<file path="src/common/atoc_defines.svh">
/*
 * Constants of the thread-ordering and error-trapping controller.
 * Assumes it is included by bare name after the package is compiled.
 */
`ifndef ATOC_DEFINES_SVH
`define ATOC_DEFINES_SVH
`define ATOC_NUM_UP       2
`define ATOC_NUM_DN       2
`define ATOC_NUM_RANGES   2
`define ATOC_S0_BASE      32'h0000_0000
`define ATOC_S0_MASK      32'hC000_0000
`define ATOC_S1_BASE      32'h4000_0000
`define ATOC_S1_MASK      32'hFFFF_0000
`define ATOC_WR_EN        2'h3
`define ATOC_RD_EN        2'h3
`define ATOC_SECURE       2'h0
`define ATOC_A3_SLOT      1'h0
`define ATOC_LITE_SLOT    1'h1
`define ATOC_A3_MAXLEN    8'h0F
`define ATOC_A3_STEP      8'h10
`define ATOC_LITE_MAXSIZE 3'h2
`define ATOC_CNT_MAX      4'hF
`define ATOC_BASE_ID0     2'h0
`define ATOC_BASE_ID1     2'h1
`define ATOC_RESP_DECERR  2'h3
`endif

</file>
<file path="src/common/atoc_pkg.sv">
/*
 * Types of the thread-ordering and error-trapping controller.
 * Assumes nothing beyond a SystemVerilog compiler.
 */
package atoc_pkg;
	// Local error responder phases
	typedef enum logic [1:0] {
		ERR_IDLE,
		ERR_DRAIN,
		ERR_BEATS
	} atoc_err_e;
	// Thread table entry index {dir, up, thread}
	typedef logic [3:0] atoc_idx_t;
endpackage : atoc_pkg

</file>
<file path="src/hw/atoc_xbar_ctrl.sv">
/*
 * Transaction control of a two-up, two-down crossbar: thread ordering,
 * error trapping with a local responder, a lite-slot single-threader
 * on slot 1 and a long-burst splitter on slot 0.
 * Assumes masters hold cmd_valid and fields until cmd_ack, downstream
 * holds rsp fields until rsp_ready, all on ref_clk.
 */
// Overview of operation
// each thread targets one downstream slot only
// hold until same-direction earlier responses finish
// downstream slots take many sources' commands
// ordering active beyond one-to-one pass-through
// unmapped address answered DECERR, not forwarded
// range check off disables decode trap
// range check defaults on for multi-slot maps
// lite slot bursts or wide sizes trapped
// lite checks off when range check off
// non-secure access to secure slot trapped
// secure slots need range check enabled
// unmapped response ID never gets ready
// write data follows write address order
// masters keep narrow-burst and cache rules
// lite slot one transaction, write/read round-robin
// lite shares one address onto both buses
// lite strips ID, returns it on response
// masters send single small lite beats
// burst splitter sits at the old-protocol slot
// split bursts over sixteen beats, keep size
// splitting command allows one outstanding per direction
// single slot range check chooses pass-through
// per-upstream prefix prepended to each ID
// security violation answered locally, write data drained
// split pieces give one reply, last once
// read error returns len plus one beats, last flagged
`include "atoc_defines.svh"
`timescale 1ns/10ps
`default_nettype none
module atoc_xbar_ctrl
	import atoc_pkg::*;
#(
	parameter bit RANGE_CHECK = (`ATOC_NUM_DN > 1) ||
		(`ATOC_NUM_RANGES > 1)
) (
	input  wire logic                   ref_clk,
	input  wire logic                   srst,
	input  wire logic [1:0][1:0]        cmd_valid,
	input  wire logic [1:0][1:0][1:0]   cmd_id,
	input  wire logic [1:0][1:0][31:0]  cmd_addr,
	input  wire logic [1:0][1:0][7:0]   cmd_len,
	input  wire logic [1:0][1:0][2:0]   cmd_size,
	input  wire logic [1:0][1:0][2:0]   cmd_prot,
	input  wire logic [1:0]             wd_last,
	input  wire logic                   dn_ready,
	input  wire logic                   rsp_valid,
	input  wire logic                   rsp_dir,
	input  wire logic                   rsp_slot,
	input  wire logic [3:0]             rsp_id,
	input  wire logic [1:0]             rsp_resp,
	input  wire logic                   rsp_last,
	output logic      [1:0][1:0]        cmd_ack,
	output logic                        dn_valid,
	output logic                        dn_dir,
	output logic                        dn_slot,
	output logic      [3:0]             dn_id,
	output logic      [31:0]            dn_addr,
	output logic      [7:0]             dn_len,
	output logic      [2:0]             dn_size,
	output logic      [31:0]            lite_awaddr,
	output logic      [31:0]            lite_araddr,
	output logic                        rsp_ready,
	output logic                        up_valid,
	output logic                        up_dir,
	output logic                        up_port,
	output logic      [1:0]             up_id,
	output logic      [1:0]             up_resp,
	output logic                        up_last
);
	// Ordering is needed unless one up feeds one down
	localparam bit SSPI_EN = !(`ATOC_NUM_UP == 1 && `ATOC_NUM_DN == 1);
	localparam logic [1:0] SEC_MAP = `ATOC_SECURE; // Secure slot flags

	// Per-slot address hits, gated by direction eligibility
	function automatic logic [1:0] hits(logic d, logic [31:0] a);
		logic [1:0] h;
		h[0] = (a & `ATOC_S0_MASK) == `ATOC_S0_BASE;
		h[1] = (a & `ATOC_S1_MASK) == `ATOC_S1_BASE;
		return h & (d ? `ATOC_RD_EN : `ATOC_WR_EN);
	endfunction : hits

	// Thread table index
	function automatic atoc_idx_t tix(logic d, logic u, logic [1:0] t);
		return {d, u, t};
	endfunction : tix

	// Fixed master prefix per upstream slot
	function automatic logic [1:0] base_id(logic u);
		return u ? `ATOC_BASE_ID1 : `ATOC_BASE_ID0;
	endfunction : base_id

	// Thread table: outstanding count and target slot
	logic [3:0] cnt_r   [16];
	logic [3:0] cnt_nxt [16];
	logic       tgt_r   [16];
	logic       tgt_nxt [16];
	logic       tab_inc, tab_dec;      // Table update strobes
	atoc_idx_t  tab_ie, tab_de;        // Table update entries

	// Control state
	logic [1:0][1:0] ack_r, ack_nxt;   // Command taken pulses
	logic        dnv_r, dnv_nxt;       // Issue register full
	logic        dnd_r, dnd_nxt;       // Issue direction
	logic        dns_r, dns_nxt;       // Issue slot
	logic [3:0]  dni_r, dni_nxt;       // Prefixed ID
	logic [31:0] dna_r, dna_nxt;       // Issue address
	logic [7:0]  dnl_r, dnl_nxt;       // Issue length
	logic [2:0]  dnz_r, dnz_nxt;       // Issue size
	logic        sp_act_r, sp_act_nxt; // Pieces still to issue
	logic [7:0]  sp_left_r, sp_left_nxt;
	logic [1:0]  sp_pend_r, sp_pend_nxt;
	logic [1:0][4:0] sp_cnt_r, sp_cnt_nxt;  // Pieces awaiting reply
	logic [1:0][7:0] a3_cnt_r, a3_cnt_nxt;  // Slot 0 outstanding
	logic        lb_r, lb_nxt;         // Lite slot busy
	logic [3:0]  lid_r, lid_nxt;       // Lite stored ID
	logic [31:0] la_r, la_nxt;         // Lite shared address
	logic [1:0]  rru_r, rru_nxt;       // Up priority per dir
	logic        rrd_r, rrd_nxt;       // Dir priority
	atoc_err_e   es_r, es_nxt;         // Error responder phase
	logic        ed_r, ed_nxt;
	logic        eu_r, eu_nxt;
	logic [1:0]  eid_r, eid_nxt;
	logic [7:0]  ec_r, ec_nxt;         // Beats left minus one
	logic        rr_r, rr_nxt;         // rsp_ready
	logic        uv_r, uv_nxt, ud_r, ud_nxt, up_r, up_nxt;
	logic [1:0]  ui_r, ui_nxt, ur_r, ur_nxt;
	logic        ul_r, ul_nxt;

	// Request evaluation
	logic [1:0][1:0] rq_go, rq_err, rq_slot, rq_split;
	logic        acc_v, acc_d, acc_u, acc_err, acc_slot, acc_busy;
	logic        acc_tgt, acc_fwd, rsp_map;
	atoc_idx_t   acc_e;

	// Decode, trap and block decision for each requester
	always_comb begin : req_eval
		logic [1:0] h;
		logic       s, bad, busy, blk;
		atoc_idx_t  e;
		h = '0;
		s = 1'b0;
		bad = 1'b0;
		busy = 1'b0;
		blk = 1'b0;
		e = '0;
		rq_go = '0;
		rq_err = '0;
		rq_slot = '0;
		rq_split = '0;
		for (int d = 0; d < 2; d++) begin
			for (int u = 0; u < 2; u++) begin
				h = hits(d[0], cmd_addr[d][u]);
				// Lower slot wins; no hit defaults to slot 0 // R22
				s = !h[0] && h[1];
				// Decode and lite shape traps need range check // R6
				bad = RANGE_CHECK && (h == 2'h0);
				if (RANGE_CHECK && s == `ATOC_LITE_SLOT &&
					(cmd_len[d][u] != 8'h00 ||
					cmd_size[d][u] > `ATOC_LITE_MAXSIZE))
					bad = 1'b1;
				if (cmd_prot[d][u][1] && SEC_MAP[s])
					bad = 1'b1;
				e = tix(d[0], u[0], cmd_id[d][u]);
				busy = cnt_r[e] != 4'h0;
				// Thread busy elsewhere, or trap behind outstanding
				blk = SSPI_EN && busy && (bad || tgt_r[e] != s);
				if (cnt_r[e] == `ATOC_CNT_MAX)
					blk = 1'b1;
				if (!bad && s == `ATOC_LITE_SLOT && lb_r)
					blk = 1'b1;
				rq_split[d][u] = !bad && s == `ATOC_A3_SLOT &&
					cmd_len[d][u] > `ATOC_A3_MAXLEN;
				if (!bad && s == `ATOC_A3_SLOT && (sp_pend_r[d] ||
					(rq_split[d][u] && a3_cnt_r[d] != 8'h00)))
					blk = 1'b1;
				rq_slot[d][u] = s;
				rq_err[d][u] = bad;
				rq_go[d][u] = cmd_valid[d][u] && !ack_r[d][u] && !blk;
			end
		end
	end

	// Round-robin choice of one requester
	always_comb begin : acc_sel
		logic [1:0] su;
		su = '0;
		for (int d = 0; d < 2; d++)
			su[d] = rq_go[d][rru_r[d]] ? rru_r[d] : !rru_r[d];
		// Write versus read alternates when both pend // R15
		acc_d = (|rq_go[0] && |rq_go[1]) ? rrd_r : |rq_go[1];
		acc_u = su[acc_d];
		acc_v = (|rq_go) && !dnv_r && !sp_act_r && es_r == ERR_IDLE;
		acc_err = rq_err[acc_d][acc_u];
		acc_slot = rq_slot[acc_d][acc_u];
		acc_e = tix(acc_d, acc_u, cmd_id[acc_d][acc_u]);
		acc_busy = cnt_r[acc_e] != 4'h0;
		acc_tgt = tgt_r[acc_e];
		acc_fwd = acc_v && !acc_err;
		// Slot 1 uses the stored ID; slot 0 must carry a known prefix
		rsp_map = rsp_slot == `ATOC_LITE_SLOT ||
			rsp_id[3:2] == `ATOC_BASE_ID0 ||
			rsp_id[3:2] == `ATOC_BASE_ID1;
	end

	// Next state of issue, split, lite and response logic
	always_comb begin : ctl_nxt
		logic [3:0] rid;
		logic       fin, pend_end, a3i, a3d;
		rid = '0;
		fin = 1'b0;
		pend_end = 1'b0;
		a3i = 1'b0;
		a3d = 1'b0;
		ack_nxt = '0;
		dnv_nxt = dnv_r;
		dnd_nxt = dnd_r;
		dns_nxt = dns_r;
		dni_nxt = dni_r;
		dna_nxt = dna_r;
		dnl_nxt = dnl_r;
		dnz_nxt = dnz_r;
		sp_act_nxt = sp_act_r;
		sp_left_nxt = sp_left_r;
		sp_pend_nxt = sp_pend_r;
		sp_cnt_nxt = sp_cnt_r;
		a3_cnt_nxt = a3_cnt_r;
		lb_nxt = lb_r;
		lid_nxt = lid_r;
		la_nxt = la_r;
		rru_nxt = rru_r;
		rrd_nxt = rrd_r;
		es_nxt = es_r;
		ed_nxt = ed_r;
		eu_nxt = eu_r;
		eid_nxt = eid_r;
		ec_nxt = ec_r;
		rr_nxt = 1'b0;
		uv_nxt = 1'b0;
		ud_nxt = ud_r;
		up_nxt = up_r;
		ui_nxt = ui_r;
		ur_nxt = ur_r;
		ul_nxt = ul_r;
		tab_inc = 1'b0;
		tab_dec = 1'b0;
		tab_ie = acc_e;
		tab_de = '0;
		// Take one command
		if (acc_v) begin
			ack_nxt[acc_d][acc_u] = 1'b1;
			rru_nxt[acc_d] = !acc_u;
			rrd_nxt = !acc_d;
			if (acc_err) begin
				// Answer locally, nothing goes downstream // R24
				es_nxt = acc_d ? ERR_BEATS : ERR_DRAIN;
				ed_nxt = acc_d;
				eu_nxt = acc_u;
				eid_nxt = cmd_id[acc_d][acc_u];
				ec_nxt = cmd_len[acc_d][acc_u];
			end else begin
				// Commands leave in acceptance order // R13
				dnv_nxt = 1'b1;
				dnd_nxt = acc_d;
				dns_nxt = acc_slot;
				dni_nxt = {base_id(acc_u), cmd_id[acc_d][acc_u]};
				dna_nxt = cmd_addr[acc_d][acc_u];
				dnz_nxt = cmd_size[acc_d][acc_u];
				dnl_nxt = cmd_len[acc_d][acc_u];
				tab_inc = 1'b1;
				if (rq_split[acc_d][acc_u]) begin
					// First piece of sixteen beats // R20
					dnl_nxt = `ATOC_A3_MAXLEN;
					sp_act_nxt = 1'b1;
					sp_left_nxt = cmd_len[acc_d][acc_u] - `ATOC_A3_STEP;
					sp_pend_nxt[acc_d] = 1'b1;
					sp_cnt_nxt[acc_d] = {1'b0, cmd_len[acc_d][acc_u][7:4]}
						+ 5'h01;
				end
				if (acc_slot == `ATOC_A3_SLOT)
					a3i = 1'b1;
				if (acc_slot == `ATOC_LITE_SLOT) begin
					lb_nxt = 1'b1;
					lid_nxt = {base_id(acc_u), cmd_id[acc_d][acc_u]};
					la_nxt = cmd_addr[acc_d][acc_u];
				end
			end
		end
		// Issue handshake; next piece keeps the size
		if (dnv_r && dn_ready) begin
			if (sp_act_r) begin
				dna_nxt = dna_r + (32'h0000_0010 << dnz_r);
				if (sp_left_r > `ATOC_A3_MAXLEN) begin
					dnl_nxt = `ATOC_A3_MAXLEN;
					sp_left_nxt = sp_left_r - `ATOC_A3_STEP;
				end else begin
					dnl_nxt = sp_left_r;
					sp_act_nxt = 1'b0;
				end
			end else
				dnv_nxt = 1'b0;
		end
		// Local error responder has the return path first
		if (es_r == ERR_DRAIN) begin
			// Write data swallowed, then one reply // R24
			if (wd_last[eu_r]) begin
				uv_nxt = 1'b1;
				ul_nxt = 1'b1;
				es_nxt = ERR_IDLE;
			end
		end else if (es_r == ERR_BEATS) begin
			// One DECERR beat per requested beat // R26
			uv_nxt = 1'b1;
			ul_nxt = ec_r == 8'h00;
			ec_nxt = ec_r - 8'h01;
			if (ec_r == 8'h00)
				es_nxt = ERR_IDLE;
		end else if (rsp_valid && !rr_r && rsp_map) begin
			// Unmapped slot 0 replies are never taken // R12
			rr_nxt = 1'b1;
			rid = rsp_slot == `ATOC_LITE_SLOT ? lid_r : rsp_id;
			pend_end = rsp_dir ? rsp_last : 1'b1;
			fin = !(rsp_slot == `ATOC_A3_SLOT && sp_pend_r[rsp_dir]) ||
				sp_cnt_r[rsp_dir] == 5'h01;
			// Early write pieces are swallowed // R25
			uv_nxt = rsp_dir || fin;
			ud_nxt = rsp_dir;
			up_nxt = rid[3:2] == `ATOC_BASE_ID1;
			ui_nxt = rid[1:0];
			ur_nxt = rsp_resp;
			ul_nxt = rsp_last && fin;
			if (pend_end && rsp_slot == `ATOC_A3_SLOT &&
				sp_pend_r[rsp_dir]) begin
				sp_cnt_nxt[rsp_dir] = sp_cnt_r[rsp_dir] - 5'h01;
				if (fin)
					sp_pend_nxt[rsp_dir] = 1'b0;
			end
			if (pend_end && fin) begin
				// Completion frees the thread // R2
				tab_dec = 1'b1;
				tab_de = tix(rsp_dir, rid[3:2] == `ATOC_BASE_ID1, rid[1:0]);
				if (rsp_slot == `ATOC_A3_SLOT)
					a3d = 1'b1;
				else
					lb_nxt = 1'b0;
			end
		end
		if (es_r != ERR_IDLE) begin
			ud_nxt = ed_r;
			up_nxt = eu_r;
			ui_nxt = eid_r;
			ur_nxt = `ATOC_RESP_DECERR;
		end
		// Slot 0 outstanding per direction
		if (a3i)
			a3_cnt_nxt[acc_d] = a3_cnt_nxt[acc_d] + 8'h01;
		if (a3d)
			a3_cnt_nxt[rsp_dir] = a3_cnt_nxt[rsp_dir] - 8'h01;
	end

	// Thread table next values
	always_comb begin : tab_next
		cnt_nxt = cnt_r;
		tgt_nxt = tgt_r;
		for (int e = 0; e < 16; e++) begin
			if (tab_inc && tab_ie == e[3:0]) begin
				cnt_nxt[e] = cnt_nxt[e] + 4'h1;
				tgt_nxt[e] = acc_slot;
			end
			if (tab_dec && tab_de == e[3:0])
				cnt_nxt[e] = cnt_nxt[e] - 4'h1;
		end
	end

	// Register all state
	always_ff @(posedge ref_clk) begin
		if (srst) begin
			cnt_r <= '{default: 4'h0};
			tgt_r <= '{default: 1'b0};
			{ack_r, dnv_r, dnd_r, dns_r, dni_r, dna_r, dnl_r} <= '0;
			{dnz_r, sp_act_r, sp_left_r, sp_pend_r, sp_cnt_r} <= '0;
			{a3_cnt_r, lb_r, lid_r, la_r, rru_r, rrd_r} <= '0;
			es_r <= ERR_IDLE;
			{ed_r, eu_r, eid_r, ec_r, rr_r, uv_r, ud_r} <= '0;
			{up_r, ui_r, ur_r, ul_r} <= '0;
		end else begin
			cnt_r <= cnt_nxt;
			tgt_r <= tgt_nxt;
			{ack_r, dnv_r, dnd_r, dns_r} <= {ack_nxt, dnv_nxt, dnd_nxt,
				dns_nxt};
			{dni_r, dna_r, dnl_r, dnz_r} <= {dni_nxt, dna_nxt, dnl_nxt,
				dnz_nxt};
			{sp_act_r, sp_left_r, sp_pend_r, sp_cnt_r} <= {sp_act_nxt,
				sp_left_nxt, sp_pend_nxt, sp_cnt_nxt};
			{a3_cnt_r, lb_r, lid_r, la_r} <= {a3_cnt_nxt, lb_nxt, lid_nxt,
				la_nxt};
			{rru_r, rrd_r, ed_r, eu_r} <= {rru_nxt, rrd_nxt, ed_nxt, eu_nxt};
			es_r <= es_nxt;
			{eid_r, ec_r, rr_r, uv_r, ud_r} <= {eid_nxt, ec_nxt, rr_nxt,
				uv_nxt, ud_nxt};
			{up_r, ui_r, ur_r, ul_r} <= {up_nxt, ui_nxt, ur_nxt, ul_nxt};
		end
	end

	// Outputs straight from registers
	assign cmd_ack = ack_r;
	assign {dn_valid, dn_dir, dn_slot, dn_id} = {dnv_r, dnd_r, dns_r, dni_r};
	assign {dn_addr, dn_len, dn_size} = {dna_r, dnl_r, dnz_r};
	assign lite_awaddr = la_r;
	assign lite_araddr = la_r;
	assign rsp_ready = rr_r;
	assign {up_valid, up_dir, up_port, up_id} = {uv_r, ud_r, up_r, ui_r};
	assign {up_resp, up_last} = {ur_r, ul_r};
endmodule : atoc_xbar_ctrl
`default_nettype wire

</file>
<file path="config.mk">
export PLATFORM = sky130hd
export DESIGN_NAME = atoc_xbar_ctrl
export DESIGN_NICKNAME = d
export VERILOG_FILES = /design/src/common/atoc_pkg.sv /design/src/hw/atoc_xbar_ctrl.sv
export VERILOG_INCLUDE_DIRS = /design/src /design/src/common
export SDC_FILE = /design/constraint.sdc
export NUM_CORES = 1
export LEC_CHECK = 0
export BUFFER_PORTS_ARGS = -buffer_cell sky130_fd_sc_hd__buf_2
export CAP_MARGIN = 20
export CORE_MARGIN = 3
export CORE_UTILIZATION = 56
export DETAILED_ROUTE_END_ITERATION = 16
export GPL_TIMING_DRIVEN = 0
export HOLD_SLACK_MARGIN = 0.08
export PLACE_DENSITY_LB_ADDON = 0.05
export RECOVER_POWER = 100
export SYNTH_ARGS = -nofsm -noshare
export SYNTH_HDL_FRONTEND = slang
export SYNTH_SLANG_ARGS = --single-unit
</file>
<file path="constraint.sdc">
create_clock -name ref_clk -period 7.13 [get_ports ref_clk]
set_clock_uncertainty 0.15 [all_clocks]
set_input_delay 0.713 -clock ref_clk [delete_from_list [all_inputs] [get_ports ref_clk]]
set_output_delay 0.713 -clock ref_clk [all_outputs]
set_load 0.05 [all_outputs]
</file>
Word level (Yosys, flattened, before mapping)
Index checks and enable logic that the tools add are counted.
- register bits after elaboration: 234
- input bits: 211
- output and inout bits: 127
- word-level logic and storage cells: 623
- $add $sub $neg: 40
- order comparisons: 26
- equal/unequal tests: 50
- shift-type cells: 1
- muxes and demuxes: 256
- bitwise operators: 14
- reduce and logical (&&, ||, !) cells: 171
- operator list (operator ; count):
    2-to-1 mux 32 bit ; 6
    2-to-1 mux 8 bit ; 24
    2-to-1 mux 4 bit ; 47
    logical NOT 32 bit ; 4
    2-to-1 mux 64 bit ; 2
    2-to-1 mux 1 bit ; 105
    logical AND 1 bit ; 95
    equality test 4 bit, second input constant ; 20
    2-to-1 mux 10 bit ; 7
    adder 4 x 1 -> 4 bit, second input constant ; 16
    binary-select mux 4 bit (select 4 bit) ; 4
    equality test 16 x 15 -> 1 bit, second input constant ; 4
    2-to-1 mux 16 bit ; 4
    2-to-1 mux 2 bit ; 32
    subtractor 4 x 1 -> 4 bit, second input constant ; 16
    nonzero test 8 bit ; 6
    > comparator 8 x 4 -> 1 bit, second input constant ; 5
    adder 32 bit ; 1
    bitwise mux 16 bit ; 2
    equality test 4 x 3 -> 1 bit, second input constant ; 8
    left shift 5 x 3 -> 32 bit, first input constant ; 1
    logical NOT 1 bit ; 24
    bitwise mux 10 bit ; 2
    >= comparator 5 bit, second input constant ; 4
    other kinds (43) ; 119

Depth between registers and ports, before layout
Gate-level depths: netlist of run 1.
- word-level depth: 33
- mapped depth: 22
- depth with buffers taken out: 18

Worst setup path before layout of run 1
Ideal clock, no wire load.
- path type: input-to-reg
- start: in cmd_id[2] (netlist name)
- end: reg a3_cnt_r[6] (netlist name)
- setup time: 0.139 ns
- data arrival time: 5.149 ns
- data required time: 6.841 ns
- setup slack: 1.692 ns
- stages: 20
- path buffers: 4
- cell sequence: buf_2 mux4_2 nor4_1 o2111ai_2 o21a_1 o21ai_2 buf_2 buf_1 clkbuf_1 nand2_1 o21ai_0 ha_1 and3_1 mux2i_1 a211oi_1 xor2_1 mux2_2 nor4_1 xor2_1 a211oi_1
- word-level cells in the longest chain between the ends: 28
- elaborated cells on any way between the ends: 55
- classes of those cells: add/sub (2); order compare (2); eq/ne (2); mux (36); bitwise (1); reduce/logical (12)
- RTL lines (element ; RTL line ; RTL):
    start: declaration ; atoc_xbar_ctrl.sv:47 ; input wire logic [1:0][1:0][1:0] cmd_id,
    inverter 3 -> 5 bit (not written as such) * ; atoc_xbar_ctrl.sv:172, atoc_xbar_ctrl.sv:174, atoc_xbar_ctrl.sv:175 ;
    binary-select mux 1 bit (select 4 bit) ; atoc_xbar_ctrl.sv:174 ; blk = SSPI_EN && busy && (bad || tgt_r[e] != s);
    2-to-1 mux 1 bit (not written as such) (2 in series) ; atoc_xbar_ctrl.sv:174 ;
    inequality test 1 bit ; atoc_xbar_ctrl.sv:174 ;
    logical OR 1 bit ; atoc_xbar_ctrl.sv:174 ;
    logical AND 1 bit ; atoc_xbar_ctrl.sv:174 ;
    2-to-1 mux 1 bit * ; atoc_xbar_ctrl.sv:175 ; if (cnt_r[e] == `ATOC_CNT_MAX)
    2-to-1 mux 1 bit * ; atoc_xbar_ctrl.sv:177 ; if (!bad && s == `ATOC_LITE_SLOT && lb_r)
    2-to-1 mux 1 bit * ; atoc_xbar_ctrl.sv:181 ; if (!bad && s == `ATOC_A3_SLOT && (sp_pend_r[d] ||
    logical NOT 1 bit * ; atoc_xbar_ctrl.sv:186 ; rq_go[d][u] = cmd_valid[d][u] && !ack_r[d][u] && !blk;
    logical AND 1 bit * ; atoc_xbar_ctrl.sv:186 ;
    branches (longest 10 deep; another with adder 8 x 1 -> 8 bit) ; n/a ;
    2-to-1 mux 16 bit * ; atoc_xbar_ctrl.sv:362 ; if (a3i)
    2-to-1 mux 8 bit (not written as such) (2 in series) ; atoc_xbar_ctrl.sv:365 ; a3_cnt_nxt[rsp_dir] = a3_cnt_nxt[rsp_dir] - 8'h01;
    subtractor 8 x 1 -> 8 bit ; atoc_xbar_ctrl.sv:365 ;
    bitwise mux 16 bit ; atoc_xbar_ctrl.sv:365 ;
    2-to-1 mux 16 bit * ; atoc_xbar_ctrl.sv:364 ; if (a3d)
    end signal: assignment ; atoc_xbar_ctrl.sv:402 ; {a3_cnt_r, lb_r, lid_r, la_r} <= {a3_cnt_nxt, lb_nxt, lid_nxt,
    end: declaration ; atoc_xbar_ctrl.sv:121 ; logic [1:0][7:0] a3_cnt_r, a3_cnt_nxt;
Every way passes the cells marked *. The select of a mux whose other input is x is not followed.
A chain may end at the register's enable or synchronous reset.

Final worst setup path of run 1
- start: in cmd_len[22] (netlist name)
- end: reg a3_cnt_r[7] (netlist name)
- word-level cells in the longest chain between the ends: 30
- elaborated cells on any way between the ends: 59
- classes of those cells: add/sub (2); order compare (3); mux (32); reduce/logical (22)
- RTL lines (element ; RTL line ; RTL):
    start: declaration ; atoc_xbar_ctrl.sv:49 ; input wire logic [1:0][1:0][7:0] cmd_len,
    branches (longest 24 deep; another with nonzero test 8 bit) ; n/a ;
    2-to-1 mux 16 bit * ; atoc_xbar_ctrl.sv:362 ;
    2-to-1 mux 8 bit (not written as such) (2 in series) ; atoc_xbar_ctrl.sv:365 ;
    subtractor 8 x 1 -> 8 bit ; atoc_xbar_ctrl.sv:365 ;
    bitwise mux 16 bit ; atoc_xbar_ctrl.sv:365 ;
    2-to-1 mux 16 bit * ; atoc_xbar_ctrl.sv:364 ;
Marks and branches as above.

==> metrics.txt, run 1 <==
# TYPE chip_impl_metric gauge
chip_impl_info{name="rsz0062_at_grt",value="no"} 1
chip_impl_metric{name="synth-async-reset-ratio",unit="%"} 0
chip_impl_metric{name="routed-via-count",unit=""} 16600
chip_impl_metric{name="final_layout_size_suffix_gt1_share",unit="%"} 15.4
chip_impl_metric{name="clk_latency",unit="ns"} 0.55
chip_impl_metric{name="ys_seq_area_share",unit="%"} 30.4
chip_impl_metric{name="initial_core_util",unit="%"} 57.8
chip_impl_metric{name="fin_crit_sh",unit="%"} 95.1
chip_impl_metric{name="worst-path-max-fanout",unit=""} 10
chip_impl_metric{name="tritoncts_buffers",unit=""} 26
chip_impl_info{name="criticalPathCategory",value="input port to flop"} 1
chip_impl_metric{name="placementRows",unit=""} 59
chip_impl_metric{name="grt_use_total",unit="%"} 38.9
chip_impl_metric{name="dpl-instance-area",unit="sq um"} 17300
chip_impl_metric{name="synthesized_netlist_cell_count",unit=""} 1920
chip_impl_metric{name="detail_route.first_pass.iterations",unit=""} 6
chip_impl_info{name="startpoint_type",value="input port"} 1
chip_impl_metric{name="placement.io_buffers",unit=""} 318
chip_impl_metric{name="antenna_found_initial",unit=""} 11
chip_impl_metric{name="crit_path_max_incr_delay",unit="ns"} 0.76
chip_impl_metric{name="path_clk_slew",unit="ns"} 0.06
chip_impl_metric{name="hpwl_detailed",unit="mm"} 46.5
chip_impl_info{name="ctsRootBufferMaster",value="sky130_fd_sc_hd__clkbuf_16"} 1
chip_impl_info{name="clock_tree_from_tritoncts",value="built"} 1
chip_impl_metric{name="finalWeightedCongestion",unit=""} 1.03
chip_impl_metric{name="io_pins",unit=""} 338
chip_impl_metric{name="final-hold-violation-count",unit=""} 0
chip_impl_metric{name="detail_route.iter0.violations",unit=""} 1934
chip_impl_metric{name="post_cts_hold_buffer_count",unit=""} 0
chip_impl_metric{name="via_count_of_the_first_global_routing_pass",unit=""} 15400
chip_impl_metric{name="synth-edff-count",unit=""} 0
chip_impl_metric{name="flow.area_growth_from_synthesis",unit="%"} 17.3
chip_impl_metric{name="cts_buffer_depth",unit=""} 3
chip_impl_info{name="top_flip_flop_cell_by_instance_count_after_synthesis",value="sky130_fd_sc_hd__dfxtp_1"} 1
chip_impl_metric{name="chipWidth",unit="um"} 171
chip_impl_metric{name="yosysWarningCount",unit=""} 0
chip_impl_metric{name="leakage",unit="nW"} 7.09
chip_impl_info{name="layout.cells.most_common_list",value="sky130_fd_sc_hd__nor2_1, sky130_fd_sc_hd__nand2_1, sky130_fd_sc_hd__dfxtp_1"} 1
chip_impl_info{name="crit_path_cell_trace",value="buf_2, nor4_1, nand3_1, nor2_1, a211oi_1, a2bb2oi_1, a21oi_1, buf_2, clkbuf_1, clkbuf_1, nand2_1, nand2_1, ha_1, and3_1, mux2i_1, a211oi_1, xor2_1, mux2_2, nor3_1, nand4_1, nor3b_1"} 1
chip_impl_info{name="outcome",value="finished, violations left"} 1
chip_impl_metric{name="routed_wirelength",unit="mm"} 60.1
chip_impl_metric{name="syn_nets",unit=""} 2184
chip_impl_metric{name="via_per_inst",unit=""} 6.32
chip_impl_metric{name="path_buf_inv",unit=""} 4
chip_impl_metric{name="cp.arrival",unit="ns"} 7.03
chip_impl_metric{name="required",unit="ns"} 7.37
chip_impl_metric{name="fp.dieH",unit="um"} 171
chip_impl_metric{name="min_period",unit="ns"} 6.78
chip_impl_metric{name="final_antenna_net_count",unit=""} 0
chip_impl_metric{name="syn-mean-instance-area",unit="sq um"} 7.95
chip_impl_metric{name="grt_first_pass_wirelength",unit="mm"} 88.2
chip_impl_metric{name="maxSlewHeadroom",unit="%"} -48.0
chip_impl_metric{name="place.detailed.instances",unit=""} 2573
chip_impl_metric{name="globalRouteOverflowTotal",unit=""} 0
chip_impl_info{name="holdCritPathClass",value="input port to flop"} 1
chip_impl_info{name="failed_checks",value="max-capacitance violations, max-slew violations"} 1
chip_impl_metric{name="ys_seq_elements",unit=""} 232
chip_impl_info{name="timing.critical_path.to_type",value="flop"} 1
chip_impl_metric{name="maxClockFrequency",unit="GHz"} 0.147
chip_impl_metric{name="final-setup-viol-count",unit=""} 0
chip_impl_metric{name="tightest_slew",unit="ns"} 2.16
chip_impl_info{name="mostFrequentLayoutCell",value="sky130_fd_sc_hd__nor2_1"} 1
chip_impl_metric{name="pwr_density_cell",unit="nW/um^2"} 388
chip_impl_info{name="delay_heaviest_family_cp",value="simple AND/OR/NAND/NOR gates"} 1
chip_impl_metric{name="netlist-cell-type-count",unit=""} 87
chip_impl_metric{name="maximum_vdd_drop",unit="V"} 0.000245
chip_impl_metric{name="post-cts-setup-buffers",unit=""} 0
chip_impl_info{name="critical_path.slowest_cell",value="sky130_fd_sc_hd__nor4_1"} 1
chip_impl_metric{name="grt_start_max_net_pins",unit=""} 14
chip_impl_metric{name="layout.cell_area.non_filler",unit="sq um"} 17900
chip_impl_metric{name="avgRoutedWirePerCell",unit="um"} 22.9
chip_impl_metric{name="max-cap-violations",unit=""} 3
chip_impl_metric{name="drcViolationCount",unit=""} 0
chip_impl_metric{name="drv_slew",unit=""} 21
chip_impl_metric{name="htree_num_levels",unit=""} 1
chip_impl_metric{name="final_nets",unit=""} 2530
chip_impl_metric{name="core",unit="sq um"} 26400
chip_impl_metric{name="die_area",unit="sq um"} 29300
chip_impl_metric{name="post_layout_nonfiller_instances",unit=""} 2626
chip_impl_metric{name="clkSinkCount",unit=""} 232
chip_impl_metric{name="post_synthesis_cell_area",unit="sq um"} 15300
-- through the flow --
step           util [%]  hold WS [ns]  setup slack (ns)  power (mW)  TNS [ns]
4_1_cts            68.8         0.270             0.230        6.95         0
3_3_place_gp       65.4         0.294            -0.269        5.47     -1.03
3_5_place_dp       65.4         0.296            -0.358        5.52     -1.36
6_report           67.8         0.283             0.346        6.96         0
5_1_grt            67.8         0.278            0.0286        7.28         0
2_1_floorplan         -         0.283              1.69        4.34         0
-- flip-flops by register name, summed over array words and instances, names as in the netlist, 2 cells and up --
signal	cells
cnt_r	64
dn_addr	32
lite_araddr	32
a3_cnt_r	16
tgt_r	16
sp_cnt_r	10
dn_len	8
ec_r	8
sp_left_r	8
cmd_ack	4
dn_id	3
dn_size	3
lid_r	3
eid_r	2
es_r	2
rru_r	2
sp_pend_r	2
up_id	2
up_resp	2
-- cells in the mapped netlist, types with 19 or more instances --
master,number,area [sq um]
sky130_fd_sc_hd__nand2_1,259,972
sky130_fd_sc_hd__nor2_1,252,946
sky130_fd_sc_hd__dfxtp_1,232,4640
sky130_fd_sc_hd__a21oi_1,110,551
sky130_fd_sc_hd__nand3_1,84,420
sky130_fd_sc_hd__clkbuf_1,74,278
sky130_fd_sc_hd__mux2i_1,68,681
sky130_fd_sc_hd__o21ai_0,67,335
sky130_fd_sc_hd__xnor2_1,60,526
sky130_fd_sc_hd__a211oi_1,54,405
sky130_fd_sc_hd__ha_1,52,651
sky130_fd_sc_hd__nor3_1,50,250
sky130_fd_sc_hd__nor4_1,41,257
sky130_fd_sc_hd__xor2_1,36,315
sky130_fd_sc_hd__and3_1,35,219
sky130_fd_sc_hd__buf_4,34,255
sky130_fd_sc_hd__inv_1,33,124
sky130_fd_sc_hd__mux4_2,32,721
sky130_fd_sc_hd__and2_1,30,188
sky130_fd_sc_hd__nor2b_1,25,156
sky130_fd_sc_hd__a31oi_1,21,131
sky130_fd_sc_hd__buf_2,21,105
sky130_fd_sc_hd__mux2_2,20,225
sky130_fd_sc_hd__nand4_1,19,119
-- path summary, 6_finish.rpt --
check	startpoint	to	slack (ns)	depth (start not counted)
worst max-delay path	cmd_len[22]	a3_cnt_r[7]$_SDFF_PP0_	0.35	21
worst min-delay path	rsp_resp[0]	up_resp[0]$_SDFFE_PP0P_	0.28	3
worst max register to register	cnt_r[24]$_SDFF_PP0_	a3_cnt_r[7]$_SDFF_PP0_	0.46	19
worst min register to register	eid_r[1]$_SDFFE_PP0P_	eid_r[1]$_SDFFE_PP0P_	0.31	2
-- layout make-up --
cell class                 count  area, sq um
sequential                   232         4640
inverter                      33          124
antenna                        7         17.5
fill                        2411         8520
clock inverter                12          175
tap                          335          419
timing repair buffer         319         1440
clock buffer                  34          731
multi-input combinational   1515         9700
buffer                       139          664
-- worst register-to-register path: stages, from the launching register on --
cell                        delay [ns]
sky130_fd_sc_hd__dfxtp_1          0.38
sky130_fd_sc_hd__mux4_2           0.49
sky130_fd_sc_hd__nor4_1           0.65
sky130_fd_sc_hd__a211oi_1         0.16
sky130_fd_sc_hd__a2bb2oi_1        0.23
sky130_fd_sc_hd__a21oi_1          0.34
sky130_fd_sc_hd__buf_2            0.40
sky130_fd_sc_hd__clkbuf_1         0.61
sky130_fd_sc_hd__clkbuf_1         0.54
sky130_fd_sc_hd__nand2_1          0.11
sky130_fd_sc_hd__nand2_1          0.08
sky130_fd_sc_hd__ha_1             0.29
sky130_fd_sc_hd__and3_1           0.23
sky130_fd_sc_hd__mux2i_1          0.10
sky130_fd_sc_hd__a211oi_1         0.50
sky130_fd_sc_hd__xor2_1           0.20
sky130_fd_sc_hd__mux2_2           0.34
sky130_fd_sc_hd__nor3_1           0.45
sky130_fd_sc_hd__nand4_1          0.14
sky130_fd_sc_hd__nor3b_1          0.15
-- logic make-up after synthesis --
group,after synthesis,share of synthesized area [%]
simple gates,867,26.7
mux,121,10.7
fa+ha+maj,53,4.39
compound gates,377,17.0
flops,232,30.4
buf+inv,173,5.26
other cells,1,0.0246
xor+xnor,96,5.51
-- routing by layer --
layer	wire (um)	track usage (%)	up-vias
met1	22700	47.3	7852
met5	41	0	-
met3	6030	8.23	221
met4	3580	21.2	6
li1	-	-	7564
met2	27800	64.5	947
-- power breakdown --
group	total (mW)	switching [mW]	internal, mW
Combinational	3.78	2.74	1.04
Sequential	1.74	0.225	1.52
Clock	1.44	0.570	0.865
-- repair_timing --
item                                    4_1_cts  5_1_grt
gates resized for setup                       0        1
endpoints found under the setup margin        0        4
endpoints found under the hold margin         0        0
No activity file was read; power rests on OpenSTA's default activity.
==> run 2: changes to the inputs <==
==> constraint.sdc (replaced) <==
create_clock -name ref_clk -period 6.4 [get_ports ref_clk]
set_clock_uncertainty 0.15 [all_clocks]
set_input_delay 0.64 -clock ref_clk [delete_from_list [all_inputs] [get_ports ref_clk]]
set_output_delay 0.64 -clock ref_clk [all_outputs]
set_load 0.05 [all_outputs]
==> run 2 against run 1 <==
Against the previous run: the flow still finishes with violations (max-capacitance violations, max-slew violations); worst hold slack got worse by 0.075 ns; non-clock buffer count shrank 1; routed wire length is essentially flat; critical path depth down 2; die area unchanged; flip-flop and latch count unchanged; register-to-register slack got worse by 0.20 ns; total power rose by 12%; global-route usage barely moved; cell count is essentially flat; final area is 0.31% higher; critical path type unchanged; critical endpoint unchanged; highest routed layer unchanged.
==> metrics.txt, run 2 (synthesized netlist as in run 1, its figures left out) <==
# TYPE chip_impl_metric gauge
chip_impl_metric{name="clkSinkCount",unit=""} 232
chip_impl_metric{name="chipWidth",unit="um"} 171
chip_impl_metric{name="finalWeightedCongestion",unit=""} 1.03
chip_impl_metric{name="path_clk_slew",unit="ns"} 0.06
chip_impl_metric{name="maxClockFrequency",unit="GHz"} 0.161
chip_impl_metric{name="final-hold-violation-count",unit=""} 0
chip_impl_metric{name="drv_slew",unit=""} 14
chip_impl_metric{name="max-cap-violations",unit=""} 2
chip_impl_metric{name="worst-path-max-fanout",unit=""} 19
chip_impl_info{name="max_flop_register",value="cnt_r"} 1
chip_impl_metric{name="fp.dieH",unit="um"} 171
chip_impl_metric{name="routed_wirelength",unit="mm"} 60.0
chip_impl_metric{name="design_power_total",unit="mW"} 7.76
chip_impl_metric{name="routed-via-count",unit=""} 16600
chip_impl_info{name="holdCritPathClass",value="input port to flop"} 1
chip_impl_metric{name="grt_start_max_net_pins",unit=""} 20
chip_impl_info{name="outcome",value="finished, violations left"} 1
chip_impl_metric{name="final_antenna_net_count",unit=""} 0
chip_impl_metric{name="maximum_vdd_drop",unit="V"} 0.000273
chip_impl_metric{name="io_pins",unit=""} 338
chip_impl_metric{name="layout.cell_area.non_filler",unit="sq um"} 18000
chip_impl_metric{name="path_buf_inv",unit=""} 3
chip_impl_metric{name="grt_first_pass_wirelength",unit="mm"} 88.3
chip_impl_info{name="ctsRootBufferMaster",value="sky130_fd_sc_hd__clkbuf_16"} 1
chip_impl_metric{name="detail_route.iter0.violations",unit=""} 1916
chip_impl_info{name="delay_heaviest_family_cp",value="simple AND/OR/NAND/NOR gates"} 1
chip_impl_info{name="failed_checks",value="max-capacitance violations, max-slew violations"} 1
chip_impl_metric{name="grt_use_total",unit="%"} 38.9
chip_impl_metric{name="min_period",unit="ns"} 6.22
chip_impl_metric{name="detailedPlace.worstSlack",unit="ns"} -1.01
chip_impl_metric{name="via_count_of_the_first_global_routing_pass",unit=""} 15400
chip_impl_metric{name="fin_crit_sh",unit="%"} 97.2
chip_impl_metric{name="required",unit="ns"} 6.65
chip_impl_metric{name="maxSlewHeadroom",unit="%"} -32.4
chip_impl_metric{name="post_cts_hold_buffer_count",unit=""} 0
chip_impl_metric{name="post-cts-setup-buffers",unit=""} 0
chip_impl_info{name="critical_path.slowest_cell",value="sky130_fd_sc_hd__nor4_2"} 1
chip_impl_metric{name="clk_latency",unit="ns"} 0.55
chip_impl_metric{name="pwr_density_cell",unit="nW/um^2"} 432
chip_impl_metric{name="final-setup-viol-count",unit=""} 0
chip_impl_metric{name="initial_core_util",unit="%"} 57.8
chip_impl_metric{name="core",unit="sq um"} 26400
chip_impl_metric{name="largest_register_ffs",unit=""} 64
chip_impl_metric{name="htree_num_levels",unit=""} 1
chip_impl_metric{name="cts_repair_resize_count",unit=""} 3
chip_impl_metric{name="drcViolationCount",unit=""} 0
chip_impl_metric{name="placementRows",unit=""} 59
chip_impl_metric{name="tightest_slew",unit="ns"} 1.94
chip_impl_metric{name="via_per_inst",unit=""} 6.33
chip_impl_metric{name="flow.area_growth_from_synthesis",unit="%"} 17.7
chip_impl_info{name="criticalPathCategory",value="input port to flop"} 1
chip_impl_metric{name="hpwl_detailed",unit="mm"} 46.5
chip_impl_metric{name="tritoncts_buffers",unit=""} 26
chip_impl_metric{name="final_nets",unit=""} 2529
chip_impl_metric{name="globalRouteOverflowTotal",unit=""} 0
chip_impl_info{name="timing.critical_path.to_type",value="flop"} 1
chip_impl_info{name="startpoint_type",value="input port"} 1
chip_impl_metric{name="antenna_found_initial",unit=""} 11
chip_impl_info{name="crit_path_cell_trace",value="buf_2, mux4_2, nor4_2, a211oi_1, o21a_1, o21ai_2, clkbuf_4, clkbuf_1, nand2_1, o21ai_0, ha_1, and3_1, mux2i_1, a211oi_1, xor2_1, mux2_2, nor3_1, nand4_1, nor3b_1"} 1
chip_impl_metric{name="detail_route.first_pass.iterations",unit=""} 6
chip_impl_metric{name="cts_buffer_depth",unit=""} 3
chip_impl_info{name="rsz0062_at_grt",value="no"} 1
chip_impl_info{name="mostFrequentLayoutCell",value="sky130_fd_sc_hd__nor2_1"} 1
chip_impl_info{name="layout.cells.most_common_list",value="sky130_fd_sc_hd__nor2_1, sky130_fd_sc_hd__nand2_1, sky130_fd_sc_hd__dfxtp_1"} 1
chip_impl_metric{name="die_area",unit="sq um"} 29300
chip_impl_metric{name="final_layout_size_suffix_gt1_share",unit="%"} 15.6
chip_impl_metric{name="crit_path_max_incr_delay",unit="ns"} 0.61
chip_impl_metric{name="placement.io_buffers",unit=""} 318
chip_impl_metric{name="cp.arrival",unit="ns"} 6.47
chip_impl_metric{name="leakage",unit="nW"} 7.10
chip_impl_info{name="clock_tree_from_tritoncts",value="built"} 1
chip_impl_metric{name="dpl-instance-area",unit="sq um"} 17300
chip_impl_metric{name="avgRoutedWirePerCell",unit="um"} 22.9
chip_impl_metric{name="final_critical_path_setup_slack",unit="ns"} 0.180
chip_impl_info{name="crit_top_cell",value="sky130_fd_sc_hd__a211oi_1"} 1
run 2: changes by cell type in the layout (fill, tap and decap cells not counted), moves of 2 or more:
cell,delta
sky130_fd_sc_hd__nand3_1,-2
sky130_fd_sc_hd__nand3_2,+2
sky130_fd_sc_hd__a2111oi_0,-2
sky130_fd_sc_hd__buf_2,-3
sky130_fd_sc_hd__nor4_1,-4
sky130_fd_sc_hd__nor4_2,+4
run 2: path summary, 6_finish.rpt:
path | slack (ns) | end | cells after the start | start
min | 0.21 | up_resp[0]$_SDFFE_PP0P_ | 3 | rsp_resp[0]
max | 0.18 | a3_cnt_r[7]$_SDFF_PP0_ | 19 | cmd_id[0]
max reg2reg | 0.26 | a3_cnt_r[7]$_SDFF_PP0_ | 18 | cnt_r[50]$_SDFF_PP0_
min reg2reg | 0.31 | eid_r[1]$_SDFFE_PP0P_ | 2 | eid_r[1]$_SDFFE_PP0P_
run 2: area by class of cell:
cell class              count  area (sq um)
repair buffers            319          1440
fillers                  2404          8460
flip-flops and latches    232          4640
multi-input cells        1515          9750
diodes                      7          17.5
plain buffers             138           663
clock inverters            12           175
well taps                 335           419
clock buffers              34           731
inverters                  33           124
run 2: worst register-to-register path, stage by stage (launching register included):
cell and delay, ns:
sky130_fd_sc_hd__dfxtp_1 0.35, sky130_fd_sc_hd__mux4_2 0.50, sky130_fd_sc_hd__nor4_2 0.58, sky130_fd_sc_hd__a211oi_1 0.23, sky130_fd_sc_hd__o21a_1 0.27, sky130_fd_sc_hd__o21ai_2 0.31
sky130_fd_sc_hd__clkbuf_4 0.45, sky130_fd_sc_hd__clkbuf_1 0.51, sky130_fd_sc_hd__nand2_1 0.10, sky130_fd_sc_hd__o21ai_0 0.10, sky130_fd_sc_hd__ha_1 0.33, sky130_fd_sc_hd__and3_1 0.23
sky130_fd_sc_hd__mux2i_1 0.10, sky130_fd_sc_hd__a211oi_1 0.50, sky130_fd_sc_hd__xor2_1 0.20, sky130_fd_sc_hd__mux2_2 0.34, sky130_fd_sc_hd__nor3_1 0.45, sky130_fd_sc_hd__nand4_1 0.14
sky130_fd_sc_hd__nor3b_1 0.15
run 2: per-layer routing:
layer	up-vias	global-route usage [%]	wire length (um)
met2	970	64.3	27700
met3	223	8.32	5990
li1	7572	-	-
met4	6	21.5	3660
met1	7849	47.3	22600
met5	-	0	41
run 2: metrics by stage:
step | instances | setup TNS (ns) | utilization (%) | hold WS (ns)
floorplan | 1920 | 0 | - | 0.283
global placement | 2573 | -6.07 | 65.4 | 0.294
detailed placement | 2573 | -6.88 | 65.4 | 0.296
CTS | 2618 | 0 | 68.8 | 0.197
global route | 2625 | 0 | 68.0 | 0.205
finish | 2625 | 0 | 68.0 | 0.208
run 2: power breakdown:
part           internal (mW)  switching (mW)
clock                  0.964           0.636
sequential              1.69           0.252
combinational           1.17            3.06
